File: config.mk
export PLATFORM = sky130hd
export DESIGN_NAME = eit_irq_sources
export DESIGN_NICKNAME = d
export VERILOG_FILES = /design/src/eit_pkg.sv /design/src/eit_irq_sources.sv
export VERILOG_INCLUDE_DIRS = /design/src /design/src/src
export SDC_FILE = /design/constraint.sdc
export NUM_CORES = 1
export LEC_CHECK = 0
export ABC_AREA = 1
export BUFFER_PORTS_ARGS = -buffer_cell sky130_fd_sc_hd__clkbuf_2
export CORE_MARGIN = 3
export CORE_UTILIZATION = 55
export DETAILED_ROUTE_END_ITERATION = 8
export HOLD_SLACK_MARGIN = 0.05
export PLACE_DENSITY = 0.82
export SETUP_SLACK_MARGIN = 0.1
export SYNTH_ARGS = -nofsm -noshare
export SYNTH_HDL_FRONTEND = slang
export SYNTH_SLANG_ARGS = --single-unit
File: constraint.sdc
create_clock -name CLK_I -period 2 [get_ports CLK_I]
set_input_delay 0.4 -clock CLK_I [delete_from_list [all_inputs] [get_ports CLK_I]]
set_output_delay 0.4 -clock CLK_I [all_outputs]
set_load 0.05 [all_outputs]
File: src/eit_defs.svh
// register offsets, field positions, reset values and timer limits of the irq source block
`ifndef EIT_DEFS_SVH
`define EIT_DEFS_SVH
// ---------------------------------------------------------------
// register byte offsets
// ---------------------------------------------------------------
`define EIT_OFS_MAIN 12'h000
`define EIT_OFS_CTL2 12'h004
`define EIT_OFS_CTL3 12'h008
`define EIT_OFS_RCP 12'h00C
`define EIT_OFS_MASKA 12'h010
`define EIT_OFS_MASKB 12'h014
`define EIT_OFS_SNAP 12'h018
`define EIT_OFS_TMODE 12'h01C
// ---------------------------------------------------------------
// field positions
// ---------------------------------------------------------------
`define EIT_MAIN_GEN 7
`define EIT_MAIN_TOE 5
`define EIT_MAIN_E0E 4
`define EIT_MAIN_CHE 3
`define EIT_MAIN_TOF 2
`define EIT_MAIN_E0F 1
`define EIT_MAIN_CHF 0
`define EIT_CTL2_EDG0 6
`define EIT_CTL2_EDG1 5
`define EIT_CTL2_EDG2 4
`define EIT_CTL2_TOP 2
`define EIT_CTL2_CHP 0
`define EIT_CTL3_E2P 7
`define EIT_CTL3_E1P 6
`define EIT_CTL3_E2E 4
`define EIT_CTL3_E1E 3
`define EIT_CTL3_E2F 1
`define EIT_CTL3_E1F 0
`define EIT_RCP_PLE 7
`define EIT_TMODE_16 0
// ---------------------------------------------------------------
// reset values and writable masks
// ---------------------------------------------------------------
`define EIT_RST_MAIN 8'h00
`define EIT_RST_CTL2 8'h75
`define EIT_RST_CTL3 8'hC0
`define EIT_RST_RCP 8'h00
`define EIT_RST_MASK 8'h00
`define EIT_RST_TMODE 8'h00
`define EIT_WMSK_MAIN 8'hBF
`define EIT_WMSK_CTL2 8'h75
`define EIT_WMSK_CTL3 8'hDB
`define EIT_WMSK_RCP 8'h80
`define EIT_WMSK_TMODE 8'h01
// ---------------------------------------------------------------
// timer roll-over values
// ---------------------------------------------------------------
`define EIT_T8_MAX 8'hFF
`define EIT_T8_ZERO 8'h00
`define EIT_T16_MAX 16'hFFFF
`define EIT_T16_ZERO 16'h0000
`endif

File: src/eit_pkg.sv
// types shared by the irq source block
package eit_pkg;
  // ---------------------------------------------------------------
  // types
  // ---------------------------------------------------------------
  typedef logic [7:0] eit_byte_t; // one 8-bit control register
  typedef enum logic {EIT_LVL_LOW, EIT_LVL_HIGH} eit_level_t; // request level of a source
endpackage

File: src/eit_irq_sources.sv
// edge, timer overflow and port-change interrupt sources with apb registers
//
// The APB register port and the placing of the registers were decided locally.
`timescale 1ns/1ns
`include "eit_defs.svh"
// Contract
// - rising or falling edge chosen per pin
// - valid edge sets the pin flag
// - cleared enable blocks that external request
// - enabled external flag wakes from sleep; here the enable must already be set at sleep entry
// - wake branches to vector when global enabled
// - ext one and two use priority bits
// - ext zero is always high priority
// - 8-bit roll-over sets timer flag
// - 16-bit roll-over sets timer flag
// - timer enable gates timer request
// - timer priority bit picks its level
// - any port change sets change flag
// - change enable gates change request
// - only masked pins take part
// - change priority bit picks its level
// - compare pins against snapshot from last read or write of it
module eit_irq_sources (
  input wire logic CLK_I,
  input wire logic RESET_N_I,
  input wire logic PSEL_I,
  input wire logic PENABLE_I,
  input wire logic PWRITE_I,
  input wire logic [11:0] PADDR_I,
  input wire logic [31:0] PWDATA_I,
  output logic [31:0] PRDATA_O,
  output logic PREADY_O,
  output logic PSLVERR_O,
  input wire logic [2:0] EXT_IRQ_I,
  input wire logic [15:0] TIMER_COUNT_I,
  input wire logic [7:0] PORTA_I,
  input wire logic [7:0] PORTB_I,
  input wire logic SLEEP_I,
  output logic IRQ_HIGH_O,
  output logic IRQ_LOW_O,
  output logic WAKE_O,
  output logic VECTOR_O
);
  // ---------------------------------------------------------------
  // state
  // ---------------------------------------------------------------
  eit_pkg::eit_byte_t main_q, main_d; // enables, flags, global enable
  eit_pkg::eit_byte_t ctl2_q, ctl2_d; // polarities and priorities
  eit_pkg::eit_byte_t ctl3_q, ctl3_d; // ext one/two control
  eit_pkg::eit_byte_t rcp_q, rcp_d; // priority mode bit only
  eit_pkg::eit_byte_t maska_q, maska_d; // port a change mask
  eit_pkg::eit_byte_t maskb_q, maskb_d; // port b change mask
  eit_pkg::eit_byte_t tmode_q, tmode_d; // timer width select
  logic [15:0] snap_q, snap_d; // port values at last snapshot access
  logic [2:0] ext_prev_q; // pin levels one cycle ago
  logic [15:0] tmr_prev_q; // timer count one cycle ago
  logic sleep_prev_q; // low-power request one cycle ago
  logic [2:0] en_sleep_q, en_sleep_d; // enables captured at sleep entry
  logic [31:0] prdata_q, prdata_d; // read data, built in setup
  logic slverr_q, slverr_d; // unmapped address seen in setup
  logic irq_high_q, irq_high_d; // registered high request
  logic irq_low_q, irq_low_d; // registered low request
  logic wake_q, wake_d; // registered wake
  logic vector_q, vector_d; // registered branch request
  // ---------------------------------------------------------------
  // decoded fields
  // ---------------------------------------------------------------
  logic wr_acc; // write access phase
  logic any_acc; // any access phase
  logic [2:0] ext_flag; // flags of ext zero, one, two
  logic [2:0] ext_en; // enables of ext zero, one, two
  logic [2:0] ext_pol; // polarity, one means rising
  logic [2:0] ext_edge; // qualified edge this cycle
  logic [2:0] ext_pend; // flag and enable
  logic tmr_ovf; // timer roll-over this cycle
  logic tmr_pend; // timer flag and enable
  logic chg_mis; // any masked pin differs from snapshot
  logic chg_pend; // change flag and enable
  logic ple; // two-level priority mode
  logic sleep_hold; // in low power past the entry cycle
  logic mapped; // setup address hits a register
  eit_pkg::eit_level_t lvl1, lvl2, lvlt, lvlc; // level of each prioritised source
  assign wr_acc = PSEL_I & PENABLE_I & PWRITE_I;
  assign any_acc = PSEL_I & PENABLE_I;
  assign ext_flag = {ctl3_q[`EIT_CTL3_E2F], ctl3_q[`EIT_CTL3_E1F], main_q[`EIT_MAIN_E0F]};
  assign ext_en = {ctl3_q[`EIT_CTL3_E2E], ctl3_q[`EIT_CTL3_E1E], main_q[`EIT_MAIN_E0E]};
  assign ext_pol = {ctl2_q[`EIT_CTL2_EDG2], ctl2_q[`EIT_CTL2_EDG1], ctl2_q[`EIT_CTL2_EDG0]};
  assign ple = rcp_q[`EIT_RCP_PLE];
  // ---------------------------------------------------------------
  // event detection
  // ---------------------------------------------------------------
  // edge per pin; a polarity change while the pin is steady gives no edge
  always_comb begin
    for (int k = 0; k < 3; k++) begin
      if (ext_pol[k]) begin
        ext_edge[k] = EXT_IRQ_I[k] & ~ext_prev_q[k];
      end else begin
        ext_edge[k] = ~EXT_IRQ_I[k] & ext_prev_q[k];
      end
    end
  end
  // roll-over seen from two successive counts, so a skipped count misses it
  always_comb begin
    if (tmode_q[`EIT_TMODE_16]) begin
      tmr_ovf = (tmr_prev_q == `EIT_T16_MAX) && (TIMER_COUNT_I == `EIT_T16_ZERO);
    end else begin
      tmr_ovf = (tmr_prev_q[7:0] == `EIT_T8_MAX) && (TIMER_COUNT_I[7:0] == `EIT_T8_ZERO);
    end
  end
  // mismatch keeps setting the flag until the snapshot is refreshed
  assign chg_mis = |(((PORTB_I ^ snap_q[15:8]) & maskb_q) | ((PORTA_I ^ snap_q[7:0]) & maska_q));

  // ---------------------------------------------------------------
  // registers: software writes, then hardware sets win
  // ---------------------------------------------------------------
  always_comb begin
    main_d = main_q;
    ctl2_d = ctl2_q;
    ctl3_d = ctl3_q;
    rcp_d = rcp_q;
    maska_d = maska_q;
    maskb_d = maskb_q;
    tmode_d = tmode_q;
    snap_d = snap_q;
    // write lands only in the access phase; pready is always high there
    if (wr_acc) begin
      case (PADDR_I)
        `EIT_OFS_MAIN: main_d = PWDATA_I[7:0] & `EIT_WMSK_MAIN;
        `EIT_OFS_CTL2: ctl2_d = PWDATA_I[7:0] & `EIT_WMSK_CTL2;
        `EIT_OFS_CTL3: ctl3_d = PWDATA_I[7:0] & `EIT_WMSK_CTL3;
        `EIT_OFS_RCP: rcp_d = PWDATA_I[7:0] & `EIT_WMSK_RCP;
        `EIT_OFS_MASKA: maska_d = PWDATA_I[7:0];
        `EIT_OFS_MASKB: maskb_d = PWDATA_I[7:0];
        `EIT_OFS_TMODE: tmode_d = PWDATA_I[7:0] & `EIT_WMSK_TMODE;
        default: begin
          // snapshot and unmapped addresses store no write data
        end
      endcase
    end
    // any access to the snapshot ends the mismatch; a read latches what it returned, a write the live pins
    if (any_acc && (PADDR_I == `EIT_OFS_SNAP)) begin
      snap_d = PWRITE_I ? {PORTB_I, PORTA_I} : prdata_q[15:0];
    end
    // set wins over a software clear in the same cycle
    if (ext_edge[0]) begin
      main_d[`EIT_MAIN_E0F] = 1'b1;
    end
    if (ext_edge[1]) begin
      ctl3_d[`EIT_CTL3_E1F] = 1'b1;
    end
    if (ext_edge[2]) begin
      ctl3_d[`EIT_CTL3_E2F] = 1'b1;
    end
    if (tmr_ovf) begin
      main_d[`EIT_MAIN_TOF] = 1'b1;
    end
    if (chg_mis) begin
      main_d[`EIT_MAIN_CHF] = 1'b1;
    end
  end

  // register update of the software-visible state
  always_ff @(posedge CLK_I or negedge RESET_N_I) begin
    if (!RESET_N_I) begin
      main_q <= `EIT_RST_MAIN;
      ctl2_q <= `EIT_RST_CTL2;
      ctl3_q <= `EIT_RST_CTL3;
      rcp_q <= `EIT_RST_RCP;
      maska_q <= `EIT_RST_MASK;
      maskb_q <= `EIT_RST_MASK;
      tmode_q <= `EIT_RST_TMODE;
      snap_q <= 16'h0000;
    end else begin
      main_q <= main_d;
      ctl2_q <= ctl2_d;
      ctl3_q <= ctl3_d;
      rcp_q <= rcp_d;
      maska_q <= maska_d;
      maskb_q <= maskb_d;
      tmode_q <= tmode_d;
      snap_q <= snap_d;
    end
  end

  // ---------------------------------------------------------------
  // apb read path: data built in setup so it leaves a flip-flop
  // ---------------------------------------------------------------
  always_comb begin
    prdata_d = prdata_q;
    slverr_d = slverr_q;
    mapped = 1'b1;
    if (PSEL_I && !PENABLE_I) begin
      prdata_d = 32'h0000_0000;
      case (PADDR_I)
        `EIT_OFS_MAIN: prdata_d[7:0] = main_q;
        `EIT_OFS_CTL2: prdata_d[7:0] = ctl2_q;
        `EIT_OFS_CTL3: prdata_d[7:0] = ctl3_q;
        `EIT_OFS_RCP: prdata_d[7:0] = rcp_q;
        `EIT_OFS_MASKA: prdata_d[7:0] = maska_q;
        `EIT_OFS_MASKB: prdata_d[7:0] = maskb_q;
        `EIT_OFS_SNAP: prdata_d[15:0] = {PORTB_I, PORTA_I};
        `EIT_OFS_TMODE: prdata_d[7:0] = tmode_q;
        default: mapped = 1'b0;
      endcase
      slverr_d = ~mapped;
    end
  end

  // read data and error registers
  always_ff @(posedge CLK_I or negedge RESET_N_I) begin
    if (!RESET_N_I) begin
      prdata_q <= 32'h0000_0000;
      slverr_q <= 1'b0;
    end else begin
      prdata_q <= prdata_d;
      slverr_q <= slverr_d;
    end
  end

  assign PRDATA_O = prdata_q;
  assign PREADY_O = 1'b1; // no wait states
  assign PSLVERR_O = PSEL_I & PENABLE_I & slverr_q;

  // ---------------------------------------------------------------
  // request levels, wake and branch
  // ---------------------------------------------------------------
  assign ext_pend = ext_flag & ext_en;
  assign tmr_pend = main_q[`EIT_MAIN_TOF] & main_q[`EIT_MAIN_TOE];
  assign chg_pend = main_q[`EIT_MAIN_CHF] & main_q[`EIT_MAIN_CHE];
  assign sleep_hold = SLEEP_I & sleep_prev_q;

  // single-level mode sends every source to the high line
  always_comb begin
    lvl1 = (ctl3_q[`EIT_CTL3_E1P] || !ple) ? eit_pkg::EIT_LVL_HIGH : eit_pkg::EIT_LVL_LOW;
    lvl2 = (ctl3_q[`EIT_CTL3_E2P] || !ple) ? eit_pkg::EIT_LVL_HIGH : eit_pkg::EIT_LVL_LOW;
    lvlt = (ctl2_q[`EIT_CTL2_TOP] || !ple) ? eit_pkg::EIT_LVL_HIGH : eit_pkg::EIT_LVL_LOW;
    lvlc = (ctl2_q[`EIT_CTL2_CHP] || !ple) ? eit_pkg::EIT_LVL_HIGH : eit_pkg::EIT_LVL_LOW;
    irq_high_d = ext_pend[0]
      | (ext_pend[1] & (lvl1 == eit_pkg::EIT_LVL_HIGH))
      | (ext_pend[2] & (lvl2 == eit_pkg::EIT_LVL_HIGH))
      | (tmr_pend & (lvlt == eit_pkg::EIT_LVL_HIGH))
      | (chg_pend & (lvlc == eit_pkg::EIT_LVL_HIGH));
    irq_low_d = (ext_pend[1] & (lvl1 == eit_pkg::EIT_LVL_LOW))
      | (ext_pend[2] & (lvl2 == eit_pkg::EIT_LVL_LOW))
      | (tmr_pend & (lvlt == eit_pkg::EIT_LVL_LOW))
      | (chg_pend & (lvlc == eit_pkg::EIT_LVL_LOW));
    // enables count only as they stood when low power was entered
    en_sleep_d = (SLEEP_I && !sleep_prev_q) ? ext_en : en_sleep_q;
    wake_d = sleep_hold & (|(ext_flag & en_sleep_q));
    vector_d = wake_d & main_q[`EIT_MAIN_GEN];
  end

  // history and output registers
  always_ff @(posedge CLK_I or negedge RESET_N_I) begin
    if (!RESET_N_I) begin
      ext_prev_q <= 3'h0;
      tmr_prev_q <= 16'h0000;
      sleep_prev_q <= 1'b0;
      en_sleep_q <= 3'h0;
      irq_high_q <= 1'b0;
      irq_low_q <= 1'b0;
      wake_q <= 1'b0;
      vector_q <= 1'b0;
    end else begin
      ext_prev_q <= EXT_IRQ_I;
      tmr_prev_q <= TIMER_COUNT_I;
      sleep_prev_q <= SLEEP_I;
      en_sleep_q <= en_sleep_d;
      irq_high_q <= irq_high_d;
      irq_low_q <= irq_low_d;
      wake_q <= wake_d;
      vector_q <= vector_d;
    end
  end

  assign IRQ_HIGH_O = irq_high_q;
  assign IRQ_LOW_O = irq_low_q;
  assign WAKE_O = wake_q;
  assign VECTOR_O = vector_q;
  // ---------------------------------------------------------------
  // checks
  // ---------------------------------------------------------------
  property p_rise_sets_flag;
    @(posedge CLK_I) disable iff (!RESET_N_I)
      (ext_pol[1] && $rose(EXT_IRQ_I[1])) |=> ctl3_q[`EIT_CTL3_E1F];
  endproperty
  a_rise_sets_flag: assert property (p_rise_sets_flag) else $error("rising edge lost");
  property p_fall_sets_flag;
    @(posedge CLK_I) disable iff (!RESET_N_I)
      (!ext_pol[0] && $fell(EXT_IRQ_I[0])) |=> main_q[`EIT_MAIN_E0F];
  endproperty
  a_fall_sets_flag: assert property (p_fall_sets_flag) else $error("falling edge lost");
  property p_no_pend_no_irq;
    @(posedge CLK_I) disable iff (!RESET_N_I)
      (ext_pend == 3'h0 && !tmr_pend && !chg_pend) |=> (!IRQ_HIGH_O && !IRQ_LOW_O);
  endproperty
  a_no_pend_no_irq: assert property (p_no_pend_no_irq) else $error("request without pending source");
  property p_ext0_high;
    @(posedge CLK_I) disable iff (!RESET_N_I)
      ext_pend[0] |=> IRQ_HIGH_O;
  endproperty
  a_ext0_high: assert property (p_ext0_high) else $error("ext zero not high");
  property p_ext1_level;
    @(posedge CLK_I) disable iff (!RESET_N_I)
      (ple && ext_pend[1] && !ctl3_q[`EIT_CTL3_E1P]) |=> IRQ_LOW_O;
  endproperty
  a_ext1_level: assert property (p_ext1_level) else $error("ext one level wrong");
  property p_single_level;
    @(posedge CLK_I) disable iff (!RESET_N_I)
      !ple |=> !IRQ_LOW_O;
  endproperty
  a_single_level: assert property (p_single_level) else $error("low request in single mode");
  property p_tmr8_ovf;
    @(posedge CLK_I) disable iff (!RESET_N_I)
      (!tmode_q[`EIT_TMODE_16] && $past(TIMER_COUNT_I[7:0]) == 8'hFF && TIMER_COUNT_I[7:0] == 8'h00)
      |=> main_q[`EIT_MAIN_TOF];
  endproperty
  a_tmr8_ovf: assert property (p_tmr8_ovf) else $error("8-bit overflow lost");
  property p_tmr_high;
    @(posedge CLK_I) disable iff (!RESET_N_I)
      (tmr_pend && ctl2_q[`EIT_CTL2_TOP]) |=> IRQ_HIGH_O;
  endproperty
  a_tmr_high: assert property (p_tmr_high) else $error("timer request missing");
  property p_change_flag;
    @(posedge CLK_I) disable iff (!RESET_N_I)
      ((|((PORTA_I ^ snap_q[7:0]) & maska_q)) || (|((PORTB_I ^ snap_q[15:8]) & maskb_q)))
      |=> main_q[`EIT_MAIN_CHF];
  endproperty
  a_change_flag: assert property (p_change_flag) else $error("port change lost");
  property p_wake;
    @(posedge CLK_I) disable iff (!RESET_N_I)
      (sleep_hold && (ext_flag & en_sleep_q) != 3'h0) |=> WAKE_O ##0 (VECTOR_O == $past(main_q[`EIT_MAIN_GEN]));
  endproperty
  a_wake: assert property (p_wake) else $error("wake or branch wrong");
endmodule

# Word level (Yosys, flattened, before mapping)
# Index checks and enable logic that the tools add are counted.
totals:
  out_inout_bits: 38
  regBits: 96
  input_bits: 85
  word_cells: 141
classes:
  bitwise_logic: 47
  n_mux: 22
  eq_ne: 9
  n_reduce_logical: 40
ops:
  columns: ["op", "count"]
  rows:
  - ["$pmux W8 S8", 1]
  - ["$eq A12 B5 Y1 const B", 4]
  - ["$eq A12 B4 Y1 const B", 2]
  - ["$reduce_and A2 Y1", 12]
  - ["$and A1 B1 Y1", 22]
  - ["$reduce_bool A2 Y1", 10]
  - ["$and A8 B8 Y8", 2]
  - ["$eq A16 B16 Y1 const B", 1]
  - ["$logic_not A16 Y1", 1]
  - ["$mux W16", 1]
  - ["$reduce_or A8 Y1", 2]
  - ["$xor A8 B8 Y8", 2]
  - ["$mux W1", 15]
  - ["$eq A12 B3 Y1 const B", 1]
  - ["$logic_not A12 Y1", 1]
  - ["$not A1 Y1", 11]
  - ["$eq A8 B8 Y1 const B", 1]
  - ["$logic_not A8 Y1", 1]
  - ["$mux W8", 1]
  - ["$or A8 B8 Y8", 1]
  - ["$or A1 B1 Y1", 7]
  - ["$and A3 B3 Y3", 2]
  - ["$mux W3", 2]
  - ["$logic_and A1 B1 Y1", 5]
  - ["other kinds (4)", 10]

# Logic depth before layout (Yosys ltp)
# Gate-level depths: netlist (run 1).
logic_depth:
  depth_word: 8
  depth_mapped: 10
  depth_no_buf: 10

# Worst setup path before layout (run 1)
# OpenSTA, ideal clock, no wires.
synth_timing:
  path_type: "input to output"
  startpoint: "input PENABLE_I"
  endpoint: "output PSLVERR_O"
  arrival_time_ns: 1.141
  stages: 2
  n_path_buf: 0
  path_slack_ns: 0.459
  t_required_ns: 1.600
  cell_sequence: "nand2_2 -> nor2_1"
synth_via:
  elab_chain_len: 2
synth_lines:
  columns: ["item", "line", "text"]
  rows:
  - ["from (decl)", "eit_irq_sources.sv:27", "input wire logic PENABLE_I,"]
  - ["$and A1 B1 Y1 (2 in series)", "eit_irq_sources.sv:222", "assign PSLVERR_O = PSEL_I & PENABLE_I & slverr_q;"]
  - ["to (decl)", "eit_irq_sources.sv:33", "output logic PSLVERR_O,"]
# Every way passes these cells.

# Final worst setup path (run 1)
layout_timing:
  startpoint: "register slverr_q"
  endpoint: "output PSLVERR_O"
layout_via:
  elab_chain_len: 1
layout_lines:
  columns: ["item", "line", "text"]
  rows:
  - ["from (decl)", "eit_irq_sources.sv:60", "logic slverr_q, slverr_d;"]
  - ["from (signal assigned)", "eit_irq_sources.sv:216", "slverr_q <= slverr_d;"]
  - ["$and A1 B1 Y1", "eit_irq_sources.sv:222", null]
# Every way passes these cells.

==> results.py, run 1 <==
metrics = {
    "status": {
        "status": "finished clean",
    },
    "floorplanning": {
        "die_x_um": 101.3,
        "coreArea_um2": 8763,
        "num_io_pins": 123,
        "initial_utilization_pct": 56.98,
        "die-area_um2": 10260,
        "die_y_um": 101.3,
        "num_rows": 34,
    },
    "route": {
        "drc": 0,
        "wl_per_cell_um": 15.80,
        "vias_per_cell": 5.547,
        "wirelength_mm": 11.96,
        "drtPass1Iterations": 5,
        "ant_nets": 0,
        "drt_iter0_markers": 219,
        "via_count": 4199,
    },
    "final_layout": {
        "final.fill_count": 732,
        "utilization_pct": 64.58,
        "syn2layout_area_growth_pct": 13.33,
        "antennaDiodeCount": 0,
        "final_common_cell": "nand2_1",
        "final_cells": 757,
        "drive_gt1_share_pct": 28.81,
        "final_cell_mix": "nand2_1, dfrtp_1, clkbuf_2",
        "nNetsFinal": 729,
    },
    "cts": {
        "cts_resized": 0,
        "cts_tree": "yes",
        "cts_buffer_depth": 2,
        "h-tree-depth": 3,
        "path_clk_slew_ns": 0.10,
        "cts_root_buffer": "clkbuf_8",
        "cts_buffers": 9,
        "clock_latency_ns": 0.38,
        "post_cts_buffers": 0,
        "clock-sinks": 96,
    },
    "pwr": {
        "p_leak_nw": 2.899,
        "p_per_area_nw_per_um2": 647.1,
        "ir_worst_vdd_mv": 0.4947,
    },
    "critical_path": {
        "startpoint_type": "flip-flop",
        "path_max_fanout": 2,
        "cp_cell_sequence": "inv_1, nor2_1, clkbuf_2",
        "path_class": "flip-flop to primary output",
        "critPathBufInv": 2,
        "r2r_slack_ns": 0.73,
        "crit_family": "buffers and inverters",
        "endpoint_kind": "primary output",
        "cp_data_required_time_ns": 1.60,
        "cpMaxStageDelayCell": "dfrtp_1",
        "r2r-end": "main_q[0]",
        "worstPathArrival_ns": 1.17,
        "regToRegStartpoint": "snap_q[15]",
        "reg2regPathDepth": 5,
        "cp_slowest_stage_delay_ns": 0.33,
    },
    "logic_synthesis": {
        "synthesis.area_um2": 4994,
        "synth_edf_count": 0,
        "synth-seq-cells": 96,
        "async_reset_ff_share_pct": 100.0,
        "synthFlopType": "dfrtp_1",
        "synth_top_area_share_pct": 44.60,
        "synth_cell_type_count": 42,
        "synth-seq-area-share_pct": 48.28,
        "synth_top_cell_by_area": "dfrtp_1",
        "synth_area_per_cell_um2": 8.933,
        "synth_warnings": 0,
        "synthesis.instances": 559,
        "ys_top_cells_by_area": "dfrtp_1, nand2_1, o21ai_2",
    },
    "placed_design": {
        "dp_cells": 740,
        "placement.io_buffers": 81,
        "gp_congestion": 0.8970,
        "dpl.hpwl_mm": 8.900,
        "dp_slack_ns": 0.2773,
    },
    "timing": {
        "timing_hold_violations_final": 0,
        "min_period_over_period_pct": 78.38,
        "fmax_ghz": 0.6379,
        "drv_slew": 0,
        "fin_skew_ns": 0.01386,
        "rsz0062_at_grt": "no",
        "fin_setup_tns_ns": 0,
        "finalWorstSetupSlack_ns": 0.4323,
        "setup_viol": 0,
        "period_minus_slack_ns": 1.568,
    },
    "grt": {
        "grt_use_total_pct": 24.55,
        "grt_antenna_before_repair": 0,
        "grt_pass1_wl_mm": 19.69,
        "grt-ovfl-total": 0,
        "grt_pass1_vias": 4057,
        "grt_max_degree": 37,
    },
    "run": {
        "max_cap_viol_count": 0,
    },
    "hold_path": {
        "min_to": "tmr_prev_q[9]",
        "worstHoldPathType": "input pin to flip-flop",
        "hold-path-cell-count": 1,
        "hold_path_startpoint": "TIMER_COUNT_I[9]",
    },
}
[synthesized netlist by cell type, drive strengths merged (2+ instances only)]
master	n
a21boi	2
buf	29
clkbuf	2
conb	2
dfrtp	89
dfstp	7
inv	47
mux2i	6
nand2	158
nand3	53
nand4	10
nor2	44
nor3	4
nor4	4
o21ai	68
o221ai	3
o31ai	7
or2	7
xor2	12
[worst max-delay path by stage]
stage | slack, ns | cells past startpoint | start | endpoint
after global placement | 0.31 | 8 | PADDR_I[7] | PRDATA_O[3]
after CTS | 0.43 | 3 | slverr_q | PSLVERR_O
after floorplan | 0.46 | 2 | PENABLE_I | PSLVERR_O
after detailed placement | 0.28 | 8 | PADDR_I[7] | PRDATA_O[3]
final | 0.43 | 3 | slverr_q | PSLVERR_O
after global routing | 0.35 | 3 | slverr_q | PSLVERR_O
[kinds of logic (layout without fill, tap and decap cells)]
group	after synthesis	after routing	share of synthesized area [%]
compound gates	83	83	11.65
mux	7	7	1.428
buf+inv	78	153	8.319
xor+xnor	12	12	2.105
flops	96	96	48.28
simple gates	281	281	28.06
other cells	2	17	0.1504
[per-stage QoR]
| step | hold WS, ns | instance area, µm² | power [mW] |
|---|---|---|---|
| detailed placement | 0.3815 | 5446 | 2.356 |
| floorplan | 0.1044 | 5050 | 2.223 |
| global route | 0.1217 | 5659 | 3.791 |
| finish | 0.1408 | 5659 | 3.662 |
| global placement | 0.3737 | 5446 | 2.345 |
| CTS | 0.1350 | 5659 | 3.676 |
[state kept, by name, indices dropped and copies added (netlist names), 3 cells and up]
name,count
PRDATA_O,16
ctl2_q,5
ctl3_q,6
en_sleep_q,3
ext_prev_q,3
main_q,7
maska_q,8
maskb_q,8
snap_q,16
tmr_prev_q,16
[routing by layer]
layer  global-route usage (%)  share of wire [%]  vias to the layer above
met2                    40.24                 50                      175
met3                    4.683                6.9                       31
met1                    32.45                 41                     2023
li1                         -                  -                     1970
met5                        0                  0                        -
met4                    9.305                2.4                        0
[worst register-to-register path, cell delays in order (launching register included)]
cell and delay, ns:
dfrtp_1 0.41, or2_2 0.29, nand3_1 0.08, nand4_1 0.13, nor2_1 0.17, nand3_1 0.10
[layout make-up]
type / count / area [µm²] / area share, %
sequential: 96 / 2411 / 42.60
multi-input combinational: 400 / 2223 / 39.29
clock inverter: 6 / 75.07 / 1.327
clock buffer: 10 / 127.6 / 2.255
timing repair buffer: 90 / 503.0 / 8.888
inverter: 47 / 183.9 / 3.250
tap: 108 / 135.1 / 2.388
[where the power goes]
group / internal (mW) / total [mW] / switching, mW
logic: 0.0920 / 0.350 / 0.258
clock network: 0.601 / 1.34 / 0.741
registers: 1.96 / 1.97 / 0.00714
[timing repair]
action / CTS / global route
hold buffers: 1 / 0
endpoints found under the hold margin: 27 / 0
setup endpoints to repair: 0 / 0
(Power assumes the default switching activity.)
==> run 2: changes to the inputs <==
CORE_UTILIZATION = 49   (was 55)
PLACE_DENSITY = 0.77   (was 0.82)
clock period = 1.4 ns   (was 2 ns; I/O delays follow)
==> results.py, run 2 (synthesis results as in run 1) <==
metrics = {
    "status": {
        "status": "finished clean",
    },
    "pwr": {
        "power_frac_comb_pct": 11.4,
        "seqPwrFrac_pct": 54.1,
        "pwr-share-clk_pct": 34.5,
        "swShare_pct": 28.10,
        "ir_worst_vdd_mv": 0.5520,
        "p_leak_nw": 3.230,
        "internal-power_mw": 3.738,
        "power.switching_mw": 1.461,
        "p_per_area_nw_per_um2": 817.1,
    },
    "placed_design": {
        "placement.io_buffers": 81,
        "gp_congestion": 0.9234,
        "dp_slack_ns": -0.1056,
        "dpl.hpwl_mm": 9.091,
        "placed_area_um2": 5705,
        "dp_cells": 790,
    },
    "timing": {
        "period_minus_slack_ns": 1.292,
        "drv_slew": 0,
        "timing_hold_violations_final": 0,
        "rsz0062_at_grt": "yes",
        "setup_viol": 0,
        "fmax_ghz": 0.7737,
        "fin_skew_ns": 0.01684,
        "min_period_over_period_pct": 92.32,
        "finalWorstSetupSlack_ns": 0.1076,
    },
    "final_layout": {
        "antennaDiodeCount": 0,
        "fin_area_um2": 6364,
        "final_cell_mix": "nand2_1, dfrtp_1, clkbuf_2",
        "final_cells": 838,
        "drive_gt1_share_pct": 33.19,
        "final_common_cell": "nand2_1",
        "nNetsFinal": 785,
        "syn2layout_area_growth_pct": 27.44,
    },
    "critical_path": {
        "regToRegStartpoint": "snap_q[8]",
        "r2r-end": "main_q[0]",
        "path_class": "flip-flop to primary output",
        "reg2regPathDepth": 5,
        "r2r_slack_ns": 0.18,
        "startpoint_type": "flip-flop",
        "worstPathArrival_ns": 1.01,
        "cp_data_required_time_ns": 1.12,
        "path_max_fanout": 2,
        "endpoint_kind": "primary output",
    },
    "floorplanning": {
        "coreArea_um2": 9819,
        "die-area_um2": 11440,
        "num_io_pins": 123,
        "die_y_um": 107.0,
        "num_rows": 36,
        "die_x_um": 107.0,
        "initial_utilization_pct": 50.85,
    },
    "grt": {
        "grt_antenna_before_repair": 0,
        "grt_use_total_pct": 21.74,
        "grt-ovfl-total": 0,
        "grt_max_degree": 38,
        "grt_pass1_wl_mm": 19.56,
        "grt_pass1_vias": 4099,
    },
    "route": {
        "drt_iter0_markers": 156,
        "drtPass1Iterations": 5,
        "ant_nets": 0,
        "wl_per_cell_um": 14.53,
        "drc": 0,
        "wirelength_mm": 12.17,
        "via_count": 4230,
        "vias_per_cell": 5.048,
    },
    "cts": {
        "clock_latency_ns": 0.37,
        "h-tree-depth": 3,
        "cts_tree": "yes",
        "cts_root_buffer": "clkbuf_8",
        "clock-sinks": 96,
        "cts_buffers": 9,
        "path_clk_slew_ns": 0.11,
        "cts_buffer_depth": 2,
    },
    "hold_path": {
        "min_to": "PRDATA_O[10]",
        "worstHoldPathType": "input pin to flip-flop",
        "hold_path_startpoint": "PORTB_I[2]",
        "hold-path-cell-count": 3,
    },
    "run": {
        "max_cap_viol_count": 0,
    },
}
run 2: cell count changes in the layout (fill, tap and decap cells not counted), moves of 4 or more:
cell	before	now
clkbuf_8	9	13
buf_8	0	5
buf_4	7	48
buf_2	0	5
clkbuf_2	80	58
dlygate4sd3_1	1	18
run 2: final cells by class:
type                       count  area, µm²
inverter                      47      183.9
sequential                    96       2411
multi-input combinational    400       2283
timing repair buffer         146       1121
clock inverter                 6      60.06
tap                          133      166.4
clock buffer                  10      137.6
fill                         816       3456
run 2: how the worst max path moves through the flow:
| stage | start | endpoint | slack, ns | depth (start not counted) |
|---|---|---|---|---|
| floorplan | PADDR_I[11] | maska_q[7] | 0.11 | 9 |
| global placement | PADDR_I[11] | PRDATA_O[5] | -0.05 | 8 |
| detailed placement | PADDR_I[9] | PRDATA_O[5] | -0.11 | 8 |
| CTS | slverr_q | PSLVERR_O | 0.06 | 3 |
| global route | slverr_q | PSLVERR_O | 0.06 | 3 |
| finish | slverr_q | PSLVERR_O | 0.11 | 3 |
run 2: metal layers:
layer  routed length [µm]  GRT usage [%]  vias to the layer above  share of wire [%]
met3                  749          4.335                       20                6.2
met1                 5271          28.79                     1991                 43
met5                    0              0                        -                  0
li1                     -              -                     2076                  -
met2                 5955          36.42                      143                 49
met4                  197          6.210                        0                1.6
run 2: power by group through the flow:
stage | Combinational [mW] | Clock (mW) | Sequential, mW
floorplan | 0.310 | 0 | 2.87
global placement | 0.510 | 0 | 2.87
detailed placement | 0.524 | 0 | 2.87
CTS | 0.573 | 1.84 | 2.81
global route | 0.641 | 1.97 | 2.82
finish | 0.591 | 1.79 | 2.81
run 2: critical path, stage by stage (launching register included):
cell and delay, ns:
dfrtp_1 0.35, inv_2 0.05, nor2_4 0.10, buf_8 0.15
run 2: timing repair:
item / in CTS / in global routing
gates resized for setup: 24 / 36
endpoints found under the hold margin: 36 / 0
setup endpoints to repair: 16 / 21
hold buffers: 21 / 0
buffers inserted: 0 / 11
pin swaps: 1 / 12
run 2: stage by stage:
stage | power [mW] | TNS [ns] | utilization [%] | hold slack (ns)
after floorplan | 3.176 | 0 | - | -0.01559
after global placement | 3.376 | -0.5766 | 58.10 | 0.1846
after detailed placement | 3.391 | -1.521 | 58.10 | 0.1879
after CTS | 5.228 | 0 | 63.18 | 0.1551
after global routing | 5.424 | 0 | 64.81 | 0.1712
final | 5.199 | 0 | 64.81 | 0.1884
==> run 3: changes to the inputs <==
CORE_UTILIZATION = 55   (was 49)
PLACE_DENSITY = 0.82   (was 0.77)
clock period = 1.6 ns   (was 1.4 ns; I/O delays follow)
==> results.py, run 3 (synthesis results as in run 1) <==
metrics = {
    "status": {
        "status": "finished clean",
    },
    "hold_path": {
        "worstHoldPathType": "input pin to flip-flop",
    },
    "floorplanning": {
        "num_io_pins": 123,
        "coreArea_um2": 8763,
        "initial_utilization_pct": 56.98,
        "die_y_um": 101.3,
        "die_x_um": 101.3,
        "num_rows": 34,
        "die-area_um2": 10260,
    },
    "final_layout": {
        "nNetsFinal": 740,
        "antennaDiodeCount": 0,
        "drive_gt1_share_pct": 29.89,
        "syn2layout_area_growth_pct": 16.04,
        "final_cells": 767,
        "fin_area_um2": 5794,
        "final_cell_mix": "nand2_1, dfrtp_1, clkbuf_2",
        "final_common_cell": "nand2_1",
    },
    "timing": {
        "setup_viol": 0,
        "fmax_ghz": 0.6944,
        "rsz0062_at_grt": "no",
        "finalWorstSetupSlack_ns": 0.1598,
        "timing_hold_violations_final": 0,
        "min_period_over_period_pct": 90.01,
        "drv_slew": 0,
        "fin_setup_tns_ns": 0,
        "period_minus_slack_ns": 1.440,
        "fin_skew_ns": 0.01142,
    },
    "cts": {
        "cts_root_buffer": "clkbuf_8",
        "cts_buffer_depth": 2,
        "cts_tree": "yes",
        "cts_buffers": 9,
        "clock_latency_ns": 0.37,
        "clock-sinks": 96,
        "path_clk_slew_ns": 0.09,
        "h-tree-depth": 3,
    },
    "critical_path": {
        "cp_data_required_time_ns": 1.28,
        "path_max_fanout": 2,
        "endpoint_kind": "primary output",
        "r2r_slack_ns": 0.35,
        "worstPathArrival_ns": 1.12,
        "path_class": "flip-flop to primary output",
        "startpoint_type": "flip-flop",
    },
    "route": {
        "drc": 0,
        "vias_per_cell": 5.318,
        "wirelength_mm": 11.37,
        "drtPass1Iterations": 5,
        "via_count": 4079,
        "drt_iter0_markers": 195,
        "ant_nets": 0,
        "wl_per_cell_um": 14.82,
    },
    "pwr": {
        "power_frac_comb_pct": 9.3,
        "ir_worst_vdd_mv": 0.5090,
        "internal-power_mw": 3.617,
        "p_per_area_nw_per_um2": 832.3,
        "pwr-share-clk_pct": 39.7,
        "p_leak_nw": 2.981,
        "swShare_pct": 24.99,
        "power.switching_mw": 1.205,
        "seqPwrFrac_pct": 51.0,
    },
    "grt": {
        "grt_antenna_before_repair": 0,
        "grt_max_degree": 30,
        "grt_pass1_vias": 4055,
        "grt-ovfl-total": 0,
        "grt_pass1_wl_mm": 19.14,
        "grt_use_total_pct": 23.75,
    },
    "placed_design": {
        "gp_congestion": 0.9674,
        "dp_cells": 750,
        "placed_area_um2": 5534,
        "dp_slack_ns": 0.02146,
        "placement.io_buffers": 81,
        "dpl.hpwl_mm": 8.858,
    },
    "run": {
        "max_cap_viol_count": 0,
    },
}
## run 3: changes by cell type in the layout (fill, tap and decap cells not counted), moves of 4 or more
| cell | delta |
|---|---|
| buf_2 | -4 |
| buf_4 | -32 |
| buf_8 | -5 |
| clkbuf_2 | +21 |
| clkbuf_8 | -4 |
| dlygate4sd3_1 | -16 |
## run 3: repair_timing
item	in CTS	in global routing
gates resized for setup	0	1
hold buffers	1	1
endpoints found under the setup margin	0	1
setup buffers	0	0
hold endpoints to repair	23	1
## run 3: final timing paths
kind | to | from | depth (start not counted)
setup / recovery | PSLVERR_O | slverr_q | 3
hold / removal | tmr_prev_q[10] | TIMER_COUNT_I[10] | 1
setup reg to reg | IRQ_HIGH_O | rcp_q[7] | 4
hold reg to reg | ctl3_q[6] | ctl3_q[6] | 2
max in group asynchronous | maska_q[0] | RESET_N_I | 3
min in group asynchronous | maskb_q[4] | RESET_N_I | 2
## run 3: layout make-up
type / count / area, µm²
sequential: 96 / 2411
fill: 734 / 2969
tap: 108 / 135.1
clock buffer: 9 / 123.9
timing repair buffer: 101 / 600.6
clock inverter: 6 / 116.4
inverter: 47 / 183.9
multi-input combinational: 400 / 2223
## run 3: stage by stage
step	hold slack [ns]	power (mW)	util (%)
2_1_floorplan	0.02441	2.779	-
3_3_place_gp	0.2518	2.940	63.15
3_5_place_dp	0.2569	2.954	63.15
4_1_cts	0.05234	4.866	66.01
5_1_grt	0.05102	4.995	66.12
6_report	0.07006	4.822	66.12
## run 3: power groups by stage
stage                     registers [mW]  clock network [mW]  logic, mW
final                               2.46                1.91      0.446
after detailed placement            2.51                   0      0.445
after floorplan                     2.51                   0      0.271
after global placement              2.51                   0      0.433
after CTS                           2.46                1.96      0.448
after global routing                2.46                2.04      0.493
## run 3: routing by layer
layer	global-route usage, %	wire [µm]	vias up
met3	4.339	692	15
met5	0	0	-
met2	39.89	5556	137
met4	7.362	155	0
met1	31.39	4963	1938
li1	-	-	1989
## run 3: critical path: stages, from the launching register on
cell and delay [ns]:
dfrtp_1 0.33, inv_1 0.05, nor2_1 0.11, buf_2 0.27
